[config.mk]
export PLATFORM = sky130hd
export DESIGN_NAME = tifc_thermal_input_fault
export DESIGN_NICKNAME = d
export VERILOG_FILES = /design/src/verilog/tifc_pkg.sv /design/src/verilog/tifc_thermal_input_fault.sv
export SDC_FILE = /design/constraint.sdc
export NUM_CORES = 1
export LEC_CHECK = 0
export BUFFER_PORTS_ARGS = -buffer_cell sky130_fd_sc_hd__buf_2
export CORE_UTILIZATION = 62
export CTS_BUF_LIST = sky130_fd_sc_hd__clkbuf_8
export CTS_CLUSTER_SIZE = 30
export DETAILED_ROUTE_END_ITERATION = 7
export HOLD_SLACK_MARGIN = 0.02
export PLACE_DENSITY = 0.86
export SYNTH_ARGS = -nofsm -noshare
export SYNTH_HDL_FRONTEND = slang
export SYNTH_SLANG_ARGS = --single-unit
[constraint.sdc]
create_clock -name clk -period 5.45 [get_ports clk]
set_clock_uncertainty 0.1 [all_clocks]
set_input_delay 1.635 -clock clk [delete_from_list [all_inputs] [get_ports clk]]
set_output_delay 1.635 -clock clk [all_outputs]
set_load 0.005 [all_outputs]
[src/verilog/tifc_pkg.sv]
package tifc_pkg;

	// command codes of the byte registers
	localparam logic [7:0] TIFC_ADDR_FAULT_THR = 8'h4F;
	localparam logic [7:0] TIFC_ADDR_FAULT_ACT = 8'h50;
	localparam logic [7:0] TIFC_ADDR_WARN_THR = 8'h51;
	localparam logic [7:0] TIFC_ADDR_VIN_THR = 8'h55;
	localparam logic [7:0] TIFC_ADDR_STAT_INPUT = 8'h7C;
	localparam logic [7:0] TIFC_ADDR_STAT_TEMP = 8'h7D;

	// field positions
	localparam int TIFC_SEL_LSB = 0;
	localparam int TIFC_SEL_MSB = 2;
	localparam int TIFC_RETRY_BIT = 3;
	localparam int TIFC_OVSEL_BIT = 0;
	localparam int TIFC_STAT_FAULT_BIT = 7;
	localparam int TIFC_STAT_WARN_BIT = 6;
	localparam int TIFC_STAT_VINOV_BIT = 7;
	localparam logic [7:0] TIFC_BYTE_ZERO = 8'h00;

	// temperatures in degC
	localparam logic [7:0] TIFC_FAULT_BASE_C = 8'h73;
	localparam logic [7:0] TIFC_FAULT_STEP_C = 8'h05;

	// input rail thresholds in 100 mV units
	localparam logic [7:0] TIFC_VIN_RISE_LO = 8'hA9;
	localparam logic [7:0] TIFC_VIN_RISE_HI = 8'hBA;
	localparam logic [7:0] TIFC_VIN_FALL = 8'h87;

	// retry delay
	localparam int TIFC_CLK_HZ = 10_000_000;
	localparam int TIFC_RETRY_DELAY_MS = 56;
	localparam int TIFC_RETRY_CYCLES = TIFC_RETRY_DELAY_MS * (TIFC_CLK_HZ / 1000);
	localparam int TIFC_CNT_W = 20;

	typedef enum logic [1:0] {
		TIFC_RUN = 2'b00,
		TIFC_LATCHED = 2'b01,
		TIFC_RETRY_WAIT = 2'b10
	} tifc_state_e;

	function automatic logic [7:0] tifc_fault_thr(input logic [2:0] sel);
		tifc_fault_thr = TIFC_FAULT_BASE_C + 8'(TIFC_FAULT_STEP_C * {5'h00, sel});
	endfunction

	// code 101b is not defined for the warning; it maps to the 100b value
	function automatic logic [7:0] tifc_warn_thr(input logic [2:0] sel);
		case (sel)
			3'h0: tifc_warn_thr = 8'h55;
			3'h1: tifc_warn_thr = 8'h5F;
			3'h2: tifc_warn_thr = 8'h64;
			3'h3: tifc_warn_thr = 8'h69;
			3'h4: tifc_warn_thr = 8'h73;
			3'h5: tifc_warn_thr = 8'h73;
			3'h6: tifc_warn_thr = 8'h7D;
			default: tifc_warn_thr = 8'h87;
		endcase
	endfunction

endpackage

[src/verilog/tifc_thermal_input_fault.sv]
`timescale 1ns/100ps
`default_nettype none

// How it works
// - fault threshold code selects 115 degC plus 5 degC per step.
// - temperature is compared digitally against the selected fault threshold.
// - reserved bits of the four limit registers read as zero.
// - overtemperature fault sets its status flag, then acts per retry bit.
// - retry bit clear: latch off until power cycle or enable toggle.
// - retry bit set: restart 56 ms after fault, retrying without limit.
// - warning threshold code decodes to its listed temperature.
// - temperature is compared digitally against the selected warning threshold.
// - reaching the warning threshold sets the warning status flag.
// - input overvoltage always latches off switching, no retry.
// - input overvoltage sets its flag in the input status register.
// - bit 0 selects rising trip 16.9 V or 18.6 V.
// - falling release threshold is fixed at 13.5 V.
// - each register is one byte, single byte write and read.
// - writes act at once; power-up values come from nonvolatile storage.
module tifc_thermal_input_fault
	import tifc_pkg::*;
#(
	parameter logic [TIFC_CNT_W-1:0] RETRY_CYCLES = TIFC_CNT_W'(TIFC_RETRY_CYCLES)
) (
	// clock and reset
	input wire logic clk,
	input wire logic rst_n,
	// byte register port, decoded from the serial host link
	input wire logic [7:0] reg_addr,
	input wire logic reg_wr,
	input wire logic [7:0] reg_wdata,
	input wire logic reg_rd,
	output logic [7:0] reg_rdata,
	// nonvolatile defaults, taken while reset is held
	input wire logic [2:0] nvm_fault_temp_select,
	input wire logic nvm_retry_select,
	input wire logic [2:0] nvm_warning_temp_select,
	input wire logic nvm_ov_rise_select,
	// telemetry and control
	input wire logic [7:0] die_temp_c,
	input wire logic [7:0] power_input_rail,
	input wire logic enable_in,
	// power stage control and status
	output logic convert_en,
	output logic temp_fault_flag,
	output logic temp_warning_flag,
	output logic input_overvoltage_flag
);

	typedef struct packed {
		tifc_state_e state;
		logic [2:0] fault_temp_select;
		logic retry_select;
		logic [2:0] warning_temp_select;
		logic ov_rise_select;
		logic temp_fault_flag;
		logic temp_warning_flag;
		logic input_overvoltage_flag;
		logic ov_active;
		logic [TIFC_CNT_W-1:0] retry_cnt;
		logic [7:0] rdata;
		logic convert_en;
	} tifc_regs_s;

	tifc_regs_s st_ff;
	tifc_regs_s nxt_st;

	logic [7:0] fault_thr;
	logic [7:0] warn_thr;
	logic [7:0] vin_rise;
	logic over_fault;
	logic over_warn;
	logic input_overvoltage_event;
	logic wr_stat_temp;
	logic wr_stat_input;

	always_comb begin
		fault_thr = tifc_fault_thr(st_ff.fault_temp_select);
		warn_thr = tifc_warn_thr(st_ff.warning_temp_select);
		vin_rise = st_ff.ov_rise_select ? TIFC_VIN_RISE_HI : TIFC_VIN_RISE_LO;
		over_fault = (die_temp_c >= fault_thr);
		over_warn = (die_temp_c >= warn_thr);
		input_overvoltage_event = !st_ff.ov_active && (power_input_rail >= vin_rise);
		wr_stat_temp = reg_wr && (reg_addr == TIFC_ADDR_STAT_TEMP);
		wr_stat_input = reg_wr && (reg_addr == TIFC_ADDR_STAT_INPUT);
	end

	always_comb begin
		nxt_st = st_ff;
		// writes land on the next edge and steer the comparators at once
		if (reg_wr) begin
			case (reg_addr)
				TIFC_ADDR_FAULT_THR: nxt_st.fault_temp_select = reg_wdata[TIFC_SEL_MSB:TIFC_SEL_LSB];
				TIFC_ADDR_FAULT_ACT: nxt_st.retry_select = reg_wdata[TIFC_RETRY_BIT];
				TIFC_ADDR_WARN_THR:
					nxt_st.warning_temp_select = reg_wdata[TIFC_SEL_MSB:TIFC_SEL_LSB];
				TIFC_ADDR_VIN_THR: nxt_st.ov_rise_select = reg_wdata[TIFC_OVSEL_BIT];
				default: nxt_st.retry_cnt = st_ff.retry_cnt;
			endcase
		end
		// write one to clear; a new event in the same cycle keeps the flag set
		if (wr_stat_temp && reg_wdata[TIFC_STAT_FAULT_BIT]) begin
			nxt_st.temp_fault_flag = 1'b0;
		end
		if (wr_stat_temp && reg_wdata[TIFC_STAT_WARN_BIT]) begin
			nxt_st.temp_warning_flag = 1'b0;
		end
		if (wr_stat_input && reg_wdata[TIFC_STAT_VINOV_BIT]) begin
			nxt_st.input_overvoltage_flag = 1'b0;
		end
		if (over_warn) begin
			nxt_st.temp_warning_flag = 1'b1;
		end
		// hysteresis: released only below the fixed falling level
		if (power_input_rail >= vin_rise) begin
			nxt_st.ov_active = 1'b1;
		end else if (power_input_rail < TIFC_VIN_FALL) begin
			nxt_st.ov_active = 1'b0;
		end
		if (input_overvoltage_event) begin
			nxt_st.input_overvoltage_flag = 1'b1;
		end
		// temperature flags are set whenever their condition holds, even while off
		if (over_fault) begin
			nxt_st.temp_fault_flag = 1'b1;
		end
		case (st_ff.state)
			TIFC_RUN: begin
				if (input_overvoltage_event) begin
					nxt_st.state = TIFC_LATCHED;
				end else if (over_fault && enable_in) begin
					if (st_ff.retry_select) begin
						nxt_st.state = TIFC_RETRY_WAIT;
						nxt_st.retry_cnt = '0;
					end else begin
						nxt_st.state = TIFC_LATCHED;
					end
				end
			end
			TIFC_RETRY_WAIT: begin
				nxt_st.retry_cnt = st_ff.retry_cnt + TIFC_CNT_W'(1);
				if (input_overvoltage_event) begin
					nxt_st.state = TIFC_LATCHED;
				end else if (!enable_in) begin
					nxt_st.state = TIFC_RUN;
				end else if (st_ff.retry_cnt == RETRY_CYCLES - TIFC_CNT_W'(1)) begin
					nxt_st.state = TIFC_RUN;
				end
			end
			TIFC_LATCHED: begin
				// dropping the enable is the toggle that rearms conversion; a fresh
				// input overvoltage in the same cycle keeps the stage latched
				if (!enable_in && !input_overvoltage_event) begin
					nxt_st.state = TIFC_RUN;
				end
			end
			default: nxt_st.state = TIFC_LATCHED;
		endcase
		nxt_st.convert_en = enable_in && (nxt_st.state == TIFC_RUN);
		// read data is captured on the read strobe and held until the next read
		if (reg_rd) begin
			case (reg_addr)
				TIFC_ADDR_FAULT_THR: nxt_st.rdata = {5'h00, st_ff.fault_temp_select};
				TIFC_ADDR_FAULT_ACT: nxt_st.rdata = {4'h0, st_ff.retry_select, 3'h0};
				TIFC_ADDR_WARN_THR: nxt_st.rdata = {5'h00, st_ff.warning_temp_select};
				TIFC_ADDR_VIN_THR: nxt_st.rdata = {7'h00, st_ff.ov_rise_select};
				TIFC_ADDR_STAT_INPUT: nxt_st.rdata = {st_ff.input_overvoltage_flag, 7'h00};
				TIFC_ADDR_STAT_TEMP:
					nxt_st.rdata = {st_ff.temp_fault_flag, st_ff.temp_warning_flag, 6'h00};
				default: nxt_st.rdata = TIFC_BYTE_ZERO;
			endcase
		end
	end

	always_ff @(posedge clk) begin
		if (!rst_n) begin
			st_ff.state <= TIFC_RUN;
			st_ff.fault_temp_select <= nvm_fault_temp_select;
			st_ff.retry_select <= nvm_retry_select;
			st_ff.warning_temp_select <= nvm_warning_temp_select;
			st_ff.ov_rise_select <= nvm_ov_rise_select;
			st_ff.temp_fault_flag <= 1'b0;
			st_ff.temp_warning_flag <= 1'b0;
			st_ff.input_overvoltage_flag <= 1'b0;
			st_ff.ov_active <= 1'b0;
			st_ff.retry_cnt <= '0;
			st_ff.rdata <= TIFC_BYTE_ZERO;
			st_ff.convert_en <= 1'b0;
		end else begin
			st_ff <= nxt_st;
		end
	end

	assign reg_rdata = st_ff.rdata;
	assign convert_en = st_ff.convert_en;
	assign temp_fault_flag = st_ff.temp_fault_flag;
	assign temp_warning_flag = st_ff.temp_warning_flag;
	assign input_overvoltage_flag = st_ff.input_overvoltage_flag;
endmodule

`default_nettype wire

==> results.py, run 1 <==
metrics = {
    "synthesis": {
        "synth_top_area_cell": "dfxtp_1",
        "synth_most_common_cell": "nand2_1",
        "yosysUniqueCellTypes": 57,
        "synth_mux_area_frac": 0.0110,
        "synthDominantCellAreaShare": 0.232,
        "synthTopCellsByArea": "dfxtp_1 (23%), ha_1 (12%), edfxtp_1 (8.4%), nand2_1 (4.8%), a21oi_1 (4.6%)",
        "synthAdderAreaFrac": 0.127,
        "postSynth.asyncResetShare": 0,
        "synth_top_family_by_area": "simple AND/OR/NAND/NOR gates",
        "synth_commonest_cells": "nand2_1 (36), dfxtp_1 (33), ha_1 (28)",
        "ys.flop_type": "dfxtp_1",
        "synth_compound_area_frac": 0.216,
        "ys_ff_latch": 41,
        "netlist_area_sq_um": 2840,
        "synth-xor-area-share": 0.00616,
        "yosys.area_share.simple": 0.248,
        "seq_area_frac_synth": 0.317,
        "ys_warn_count": 0,
        "syn_area_per_cell_sq_um": 8.34,
        "synth_edf_count": 8,
        "syn_inst": 341,
    },
    "min_path": {
        "hp-class": "register to register",
        "hp-start": "reg_rdata[0]",
        "holdPathStages": 2,
        "worst_hold_path.endpoint": "reg_rdata[0]",
    },
    "setup_path": {
        "worstPathArrival_ns": 3.99,
        "r2r_cells": 14,
        "worstReg2RegStart": "st_ff[40]",
        "cp-end-kind": "register",
        "crit_type": "register to register",
        "start_kind": "register",
        "regToRegSetupSlack_ns": 1.58,
        "cp_max_fo": 19,
        "required_ns": 5.57,
        "regToRegEndpoint": "st_ff[24]",
    },
    "power_and_ir_drop": {
        "p_per_area_nw_per_um2": 223,
        "p_leak_uw": 0.00130,
        "vdd_ir_drop_max_uv": 147,
        "p_total_uw": 700,
    },
    "sta": {
        "drv_slew": 0,
        "report.final.setup_viol": 0,
        "setup_tns_ns": 0,
        "final.min_clock_period_ns": 3.87,
        "worst_pin_slew_ns": 0.815,
        "finalCritPeriodShare": 0.711,
        "rsz0062_at_grt": "false",
        "hold_viol_final": 0,
        "max_freq_mhz": 258,
        "maxSlewHeadroom": 0.455,
    },
    "floorplan": {
        "core-area_sq_um": 4380,
        "dieWidth_um": 69.7,
        "initial_core_util": 0.649,
        "rows": 24,
        "die_area_sq_um": 4860,
        "die_y_um": 69.7,
        "pin_count": 57,
    },
    "route": {
        "vias_per_cell": 6.09,
        "antenna_left": 0,
        "first_pass_iters": 5,
        "drt_iter0_drc": 108,
        "drt-total-wl_um": 6190,
        "vias": 2662,
        "drc": 0,
        "wl_per_cell_um": 14.2,
    },
    "clock_tree": {
        "clock-sinks": 41,
        "htree_levels": 2,
        "cts_setup_buffers": 0,
        "cts_buffers": 5,
        "clock_path_buffers": 2,
        "clk_pin_slew_ns": 0.08,
        "cts_tree": "yes",
        "ctsHoldBuffers": 0,
        "root_buffer": "clkbuf_8",
        "clock_latency_ns": 0.30,
        "post_cts_resized": 0,
    },
    "cells_and_area": {
        "antenna_cells": 0,
        "final_nets": 457,
        "area_growth_pct": 10.5,
        "drive_gt1_frac": 0.179,
        "fin_util": 0.717,
    },
    "grt": {
        "overflow": 0,
        "grt_pass1_vias": 2432,
        "grt_max_degree": 29,
        "grt_pass1_wl_um": 10400,
        "grt_usage": 0.259,
        "antenna_found_initial": 0,
    },
    "run_status": {
        "status": "finished clean",
    },
    "run": {
        "maxCapViolCount": 0,
    },
    "placed_design": {
        "place_congestion": 0.801,
        "dpl.hpwl_um": 4800,
        "portBuffers": 52,
    },
}
==> where the power goes <==
part / leakage (uW) / internal (uW) / switching, uW / total, uW
logic: 0.000911 / 75.6 / 92.8 / 168
registers: 0.000345 / 322 / 13.7 / 335
clock network: 0.0000491 / 87.1 / 109 / 196
==> cell type report <==
class	count	area, sq um
inverters	26	97.6
multi-input cells	258	1740
clock inverters	3	13.8
clock buffers	5	68.8
fillers	344	1240
repair buffers	52	260
well taps	52	65.1
flip-flops and latches	41	901
==> metal layers <==
metal  GRT usage  part of all wire  up-vias  wire, um
met5           0                 0        -         0
met4      0.0889             0.022        0       137
met3      0.0451             0.056       19       347
met2       0.469              0.50      103      3080
met1       0.307              0.42     1215      2630
li1            -                 -     1325         -
==> cell usage in the layout, fill, tap and decap left out, types with 9 or more instances in the layout <==
| cell | instances |
|---|---|
| a21oi_1 | 26 |
| buf_2 | 52 |
| dfxtp_1 | 33 |
| ha_1 | 28 |
| inv_1 | 27 |
| nand2_1 | 36 |
| nand3_1 | 16 |
| nor2_1 | 19 |
| nor2b_1 | 9 |
| o21ai_0 | 17 |
| o21ai_1 | 11 |
| or4_1 | 9 |
==> critical path, stage by stage, from the launching register on <==
cell and delay (ns):
edfxtp_1 0.49, ha_1 0.25, ha_1 0.28, ha_1 0.34, a21oi_1 0.16, nor2_1 0.07, nor3_1 0.20, a21oi_1 0.07
ha_1 0.30, nand4_1 0.09, nor2_1 0.15, a2111o_1 0.23, o211ai_2 0.32, or4_1 0.58, a21oi_1 0.15
==> logic make-up (layout without fill, tap and decap cells) <==
| kind of cell | after synthesis | count (layout) |
|---|---|---|
| AND/OR/NAND/NOR | 130 | 130 |
| AO/OA/AOI/OAI | 92 | 92 |
| buffers and inverters | 43 | 86 |
| flip-flops | 41 | 41 |
| adder cells (fa/ha/maj) | 29 | 29 |
| multiplexers | 3 | 3 |
| XOR/XNOR | 2 | 2 |
| other | 1 | 2 |
==> flip-flops by register name (all words and copies together) (netlist names) <==
name / count
reg_rdata: 6
convert_en: 1
temp_fault_flag: 1
st_ff: 31
input_overvoltage_flag: 1
temp_warning_flag: 1
==> how the worst max path moves through the flow <==
stage | start | end | cells past startpoint
after global placement | power_input_rail[0] | st_ff[24] | 9
after CTS | st_ff[40] | st_ff[20] | 13
final | st_ff[40] | st_ff[24] | 14
after floorplan | die_temp_c[2] | st_ff[12] | 8
after global routing | st_ff[40] | st_ff[16] | 13
after detailed placement | power_input_rail[0] | st_ff[24] | 9
==> per-stage QoR <==
step | cell area [sq um] | std cells | hold WS [ns] | worst slack, ns
4_1_cts | 3140 | 437 | 0.354 | 1.58
6_report | 3140 | 437 | 0.351 | 1.58
3_5_place_dp | 3060 | 429 | 0.344 | 1.55
3_3_place_gp | 3060 | 429 | 0.332 | 1.60
5_1_grt | 3140 | 437 | 0.387 | 1.31
2_1_floorplan | 2850 | 342 | 0.326 | 1.95
(Power assumes the default switching activity.)
==> run 2: changes to the inputs <==
CORE_UTILIZATION = 57   (was 62)
PLACE_DENSITY = 0.8   (was 0.86)
clock period = 3.6 ns   (was 5.45 ns; I/O delays follow)
==> run 2 against run 1 <==
Effect of this change: the run now ends with setup timing left; final cell count is 8.2% higher; non-clock buffer count is 21 higher; global-route usage is 0.98 points higher; clock power is 57% higher; combinational power is 120% higher; total power is 68% higher; largest power group unchanged.
==> results.py, run 2 (synthesized netlist as in run 1, its figures left out) <==
metrics = {
    "run_status": {
        "status": "finished with violations",
        "violations": "setup timing",
    },
    "grt": {
        "overflow": 0,
        "grt_usage": 0.269,
        "grt_pass1_vias": 2560,
        "antenna_found_initial": 0,
        "grt_pass1_wl_um": 11000,
        "grt_max_degree": 29,
    },
    "cells_and_area": {
        "multiInputGateArea_sq_um": 1880,
        "layout_common_cells": "buf_2 (52), nand2_1 (36), dfxtp_1 (33)",
        "area_growth_pct": 23.6,
        "top_register": "st_ff",
        "seq_area_sq_um": 901,
        "final_nets": 478,
        "nFillCells": 392,
        "antenna_cells": 0,
        "drive_gt1_frac": 0.271,
        "final_common_cell": "buf_2",
        "largest_reg_flops": 31,
    },
    "sta": {
        "setup_tns_ns": -0.236,
        "worst_pin_slew_ns": 0.909,
        "maxSlewHeadroom": 0.393,
        "report.final.setup_viol": 12,
        "max_freq_mhz": 273,
        "finalCritPeriodShare": 1.02,
        "drv_slew": 0,
        "layout_setup_ws_ns": -0.0569,
        "rsz0062_at_grt": "true",
        "final.min_clock_period_ns": 3.66,
        "hold_viol_final": 0,
    },
    "route": {
        "wl_per_cell_um": 15.0,
        "maxUsedRoutingLayer": "met4",
        "vias": 2720,
        "first_pass_iters": 4,
        "drt_iter0_drc": 93,
        "vias_per_cell": 5.75,
        "drc": 0,
        "antenna_left": 0,
        "drt-total-wl_um": 7090,
        "wl_met1_um": 2980,
        "wl_met2_um": 3680,
        "routed-wl-met3_um": 301,
    },
    "min_path": {
        "worst_hold_path.endpoint": "reg_rdata[1]",
        "hp-start": "reg_rdata[1]",
        "hp-class": "register to register",
        "holdPathStages": 2,
    },
    "floorplan": {
        "core-area_sq_um": 4750,
        "rows": 25,
        "dieWidth_um": 72.6,
        "die_area_sq_um": 5280,
        "pin_count": 57,
        "initial_core_util": 0.598,
        "die_y_um": 72.6,
    },
    "setup_path": {
        "r2r_cells": 16,
        "cp-end-kind": "register",
        "regToRegSetupSlack_ns": -0.06,
        "regToRegEndpoint": "st_ff[25]",
        "required_ns": 3.74,
        "cp_max_fo": 5,
        "worstPathArrival_ns": 3.79,
        "worstReg2RegStart": "st_ff[40]",
        "crit_type": "register to register",
        "start_kind": "register",
    },
    "placed_design": {
        "portBuffers": 52,
        "place_ws_ns": -0.136,
        "dpl.hpwl_um": 4910,
        "place_congestion": 0.875,
    },
    "clock_tree": {
        "clk_pin_slew_ns": 0.08,
        "clock-sinks": 41,
        "clock_latency_ns": 0.29,
        "clock_path_buffers": 2,
        "cts_buffers": 5,
        "cts_tree": "yes",
        "root_buffer": "clkbuf_8",
        "htree_levels": 2,
    },
    "power_and_ir_drop": {
        "p_leak_uw": 0.00144,
        "p_per_area_nw_per_um2": 335,
        "vdd_ir_drop_max_uv": 241,
    },
    "run": {
        "maxCapViolCount": 0,
    },
}
[run 2: changes by cell type in the layout (fill, tap and decap cells not counted), sizes merged]
cell    delta
buf       +21
inv        +1
clkbuf     +1
clkinv     -2
[run 2: critical path, stage by stage, from the launching register on]
cell and delay (ns):
edfxtp_1 0.46, ha_4 0.21, ha_4 0.27, ha_4 0.21
a21oi_2 0.16, nor2_2 0.07, nor3_2 0.22, a21oi_1 0.09
ha_1 0.32, nand4_1 0.11, nor2_2 0.16, a2111o_1 0.24
buf_6 0.13, o2111ai_4 0.17, buf_12 0.20, or3_4 0.36
a21oi_2 0.11
[run 2: cell type report]
class / count / share of cell area
well taps: 67 / 0.0239
repair buffers: 73 / 0.130
multi-input cells: 258 / 0.536
flip-flops and latches: 41 / 0.256
clock inverters: 2 / 0.00214
inverters: 26 / 0.0278
clock buffers: 6 / 0.0235
[run 2: power by group]
group / leakage, uW / internal (uW) / switching, uW
clock: 0.0000538 / 151 / 157
sequential: 0.000345 / 487 / 19.8
combinational: 0.00104 / 177 / 186
total: 0.00144 / 815 / 363
[run 2: worst max path at each step]
| stage | startpoint | slack (ns) | depth (start not counted) | end |
|---|---|---|---|---|
| 2_1_floorplan | st_ff[40] | 0.14 | 15 | st_ff[12] |
| 3_3_place_gp | st_ff[38] | -0.005 | 13 | st_ff[24] |
| 3_5_place_dp | st_ff[38] | -0.14 | 13 | st_ff[22] |
| 4_1_cts | st_ff[38] | 0.003 | 16 | st_ff[15] |
| 5_1_grt | st_ff[40] | -0.17 | 16 | st_ff[25] |
| 6_report | st_ff[40] | -0.06 | 16 | st_ff[25] |
[run 2: stage by stage]
| stage | hold WS [ns] | cells | util | power [uW] | instance area, sq um |
|---|---|---|---|---|---|
| global placement | 0.337 | 453 | 0.664 | 777 | 3160 |
| floorplan | 0.326 | 342 | - | 696 | 2850 |
| CTS | 0.350 | 468 | 0.710 | 1130 | 3380 |
| detailed placement | 0.339 | 453 | 0.664 | 793 | 3160 |
| global route | 0.389 | 473 | 0.739 | 1240 | 3510 |
| finish | 0.346 | 473 | 0.739 | 1180 | 3510 |
[run 2: repair_timing]
action                     in CTS  in global routing
setup endpoints to repair      11                 18
gates cloned                    1                  0
hold buffers                    0                  0
buffers inserted                6                  6
pin swaps                       4                 20
gates resized for setup        10                 21
[run 2: metal layers]
| layer | global-route usage | vias up |
|---|---|---|
| li1 | - | 1369 |
| met1 | 0.300 | 1274 |
| met2 | 0.501 | 61 |
| met3 | 0.0511 | 16 |
| met4 | 0.105 | 0 |
| met5 | 0 | - |
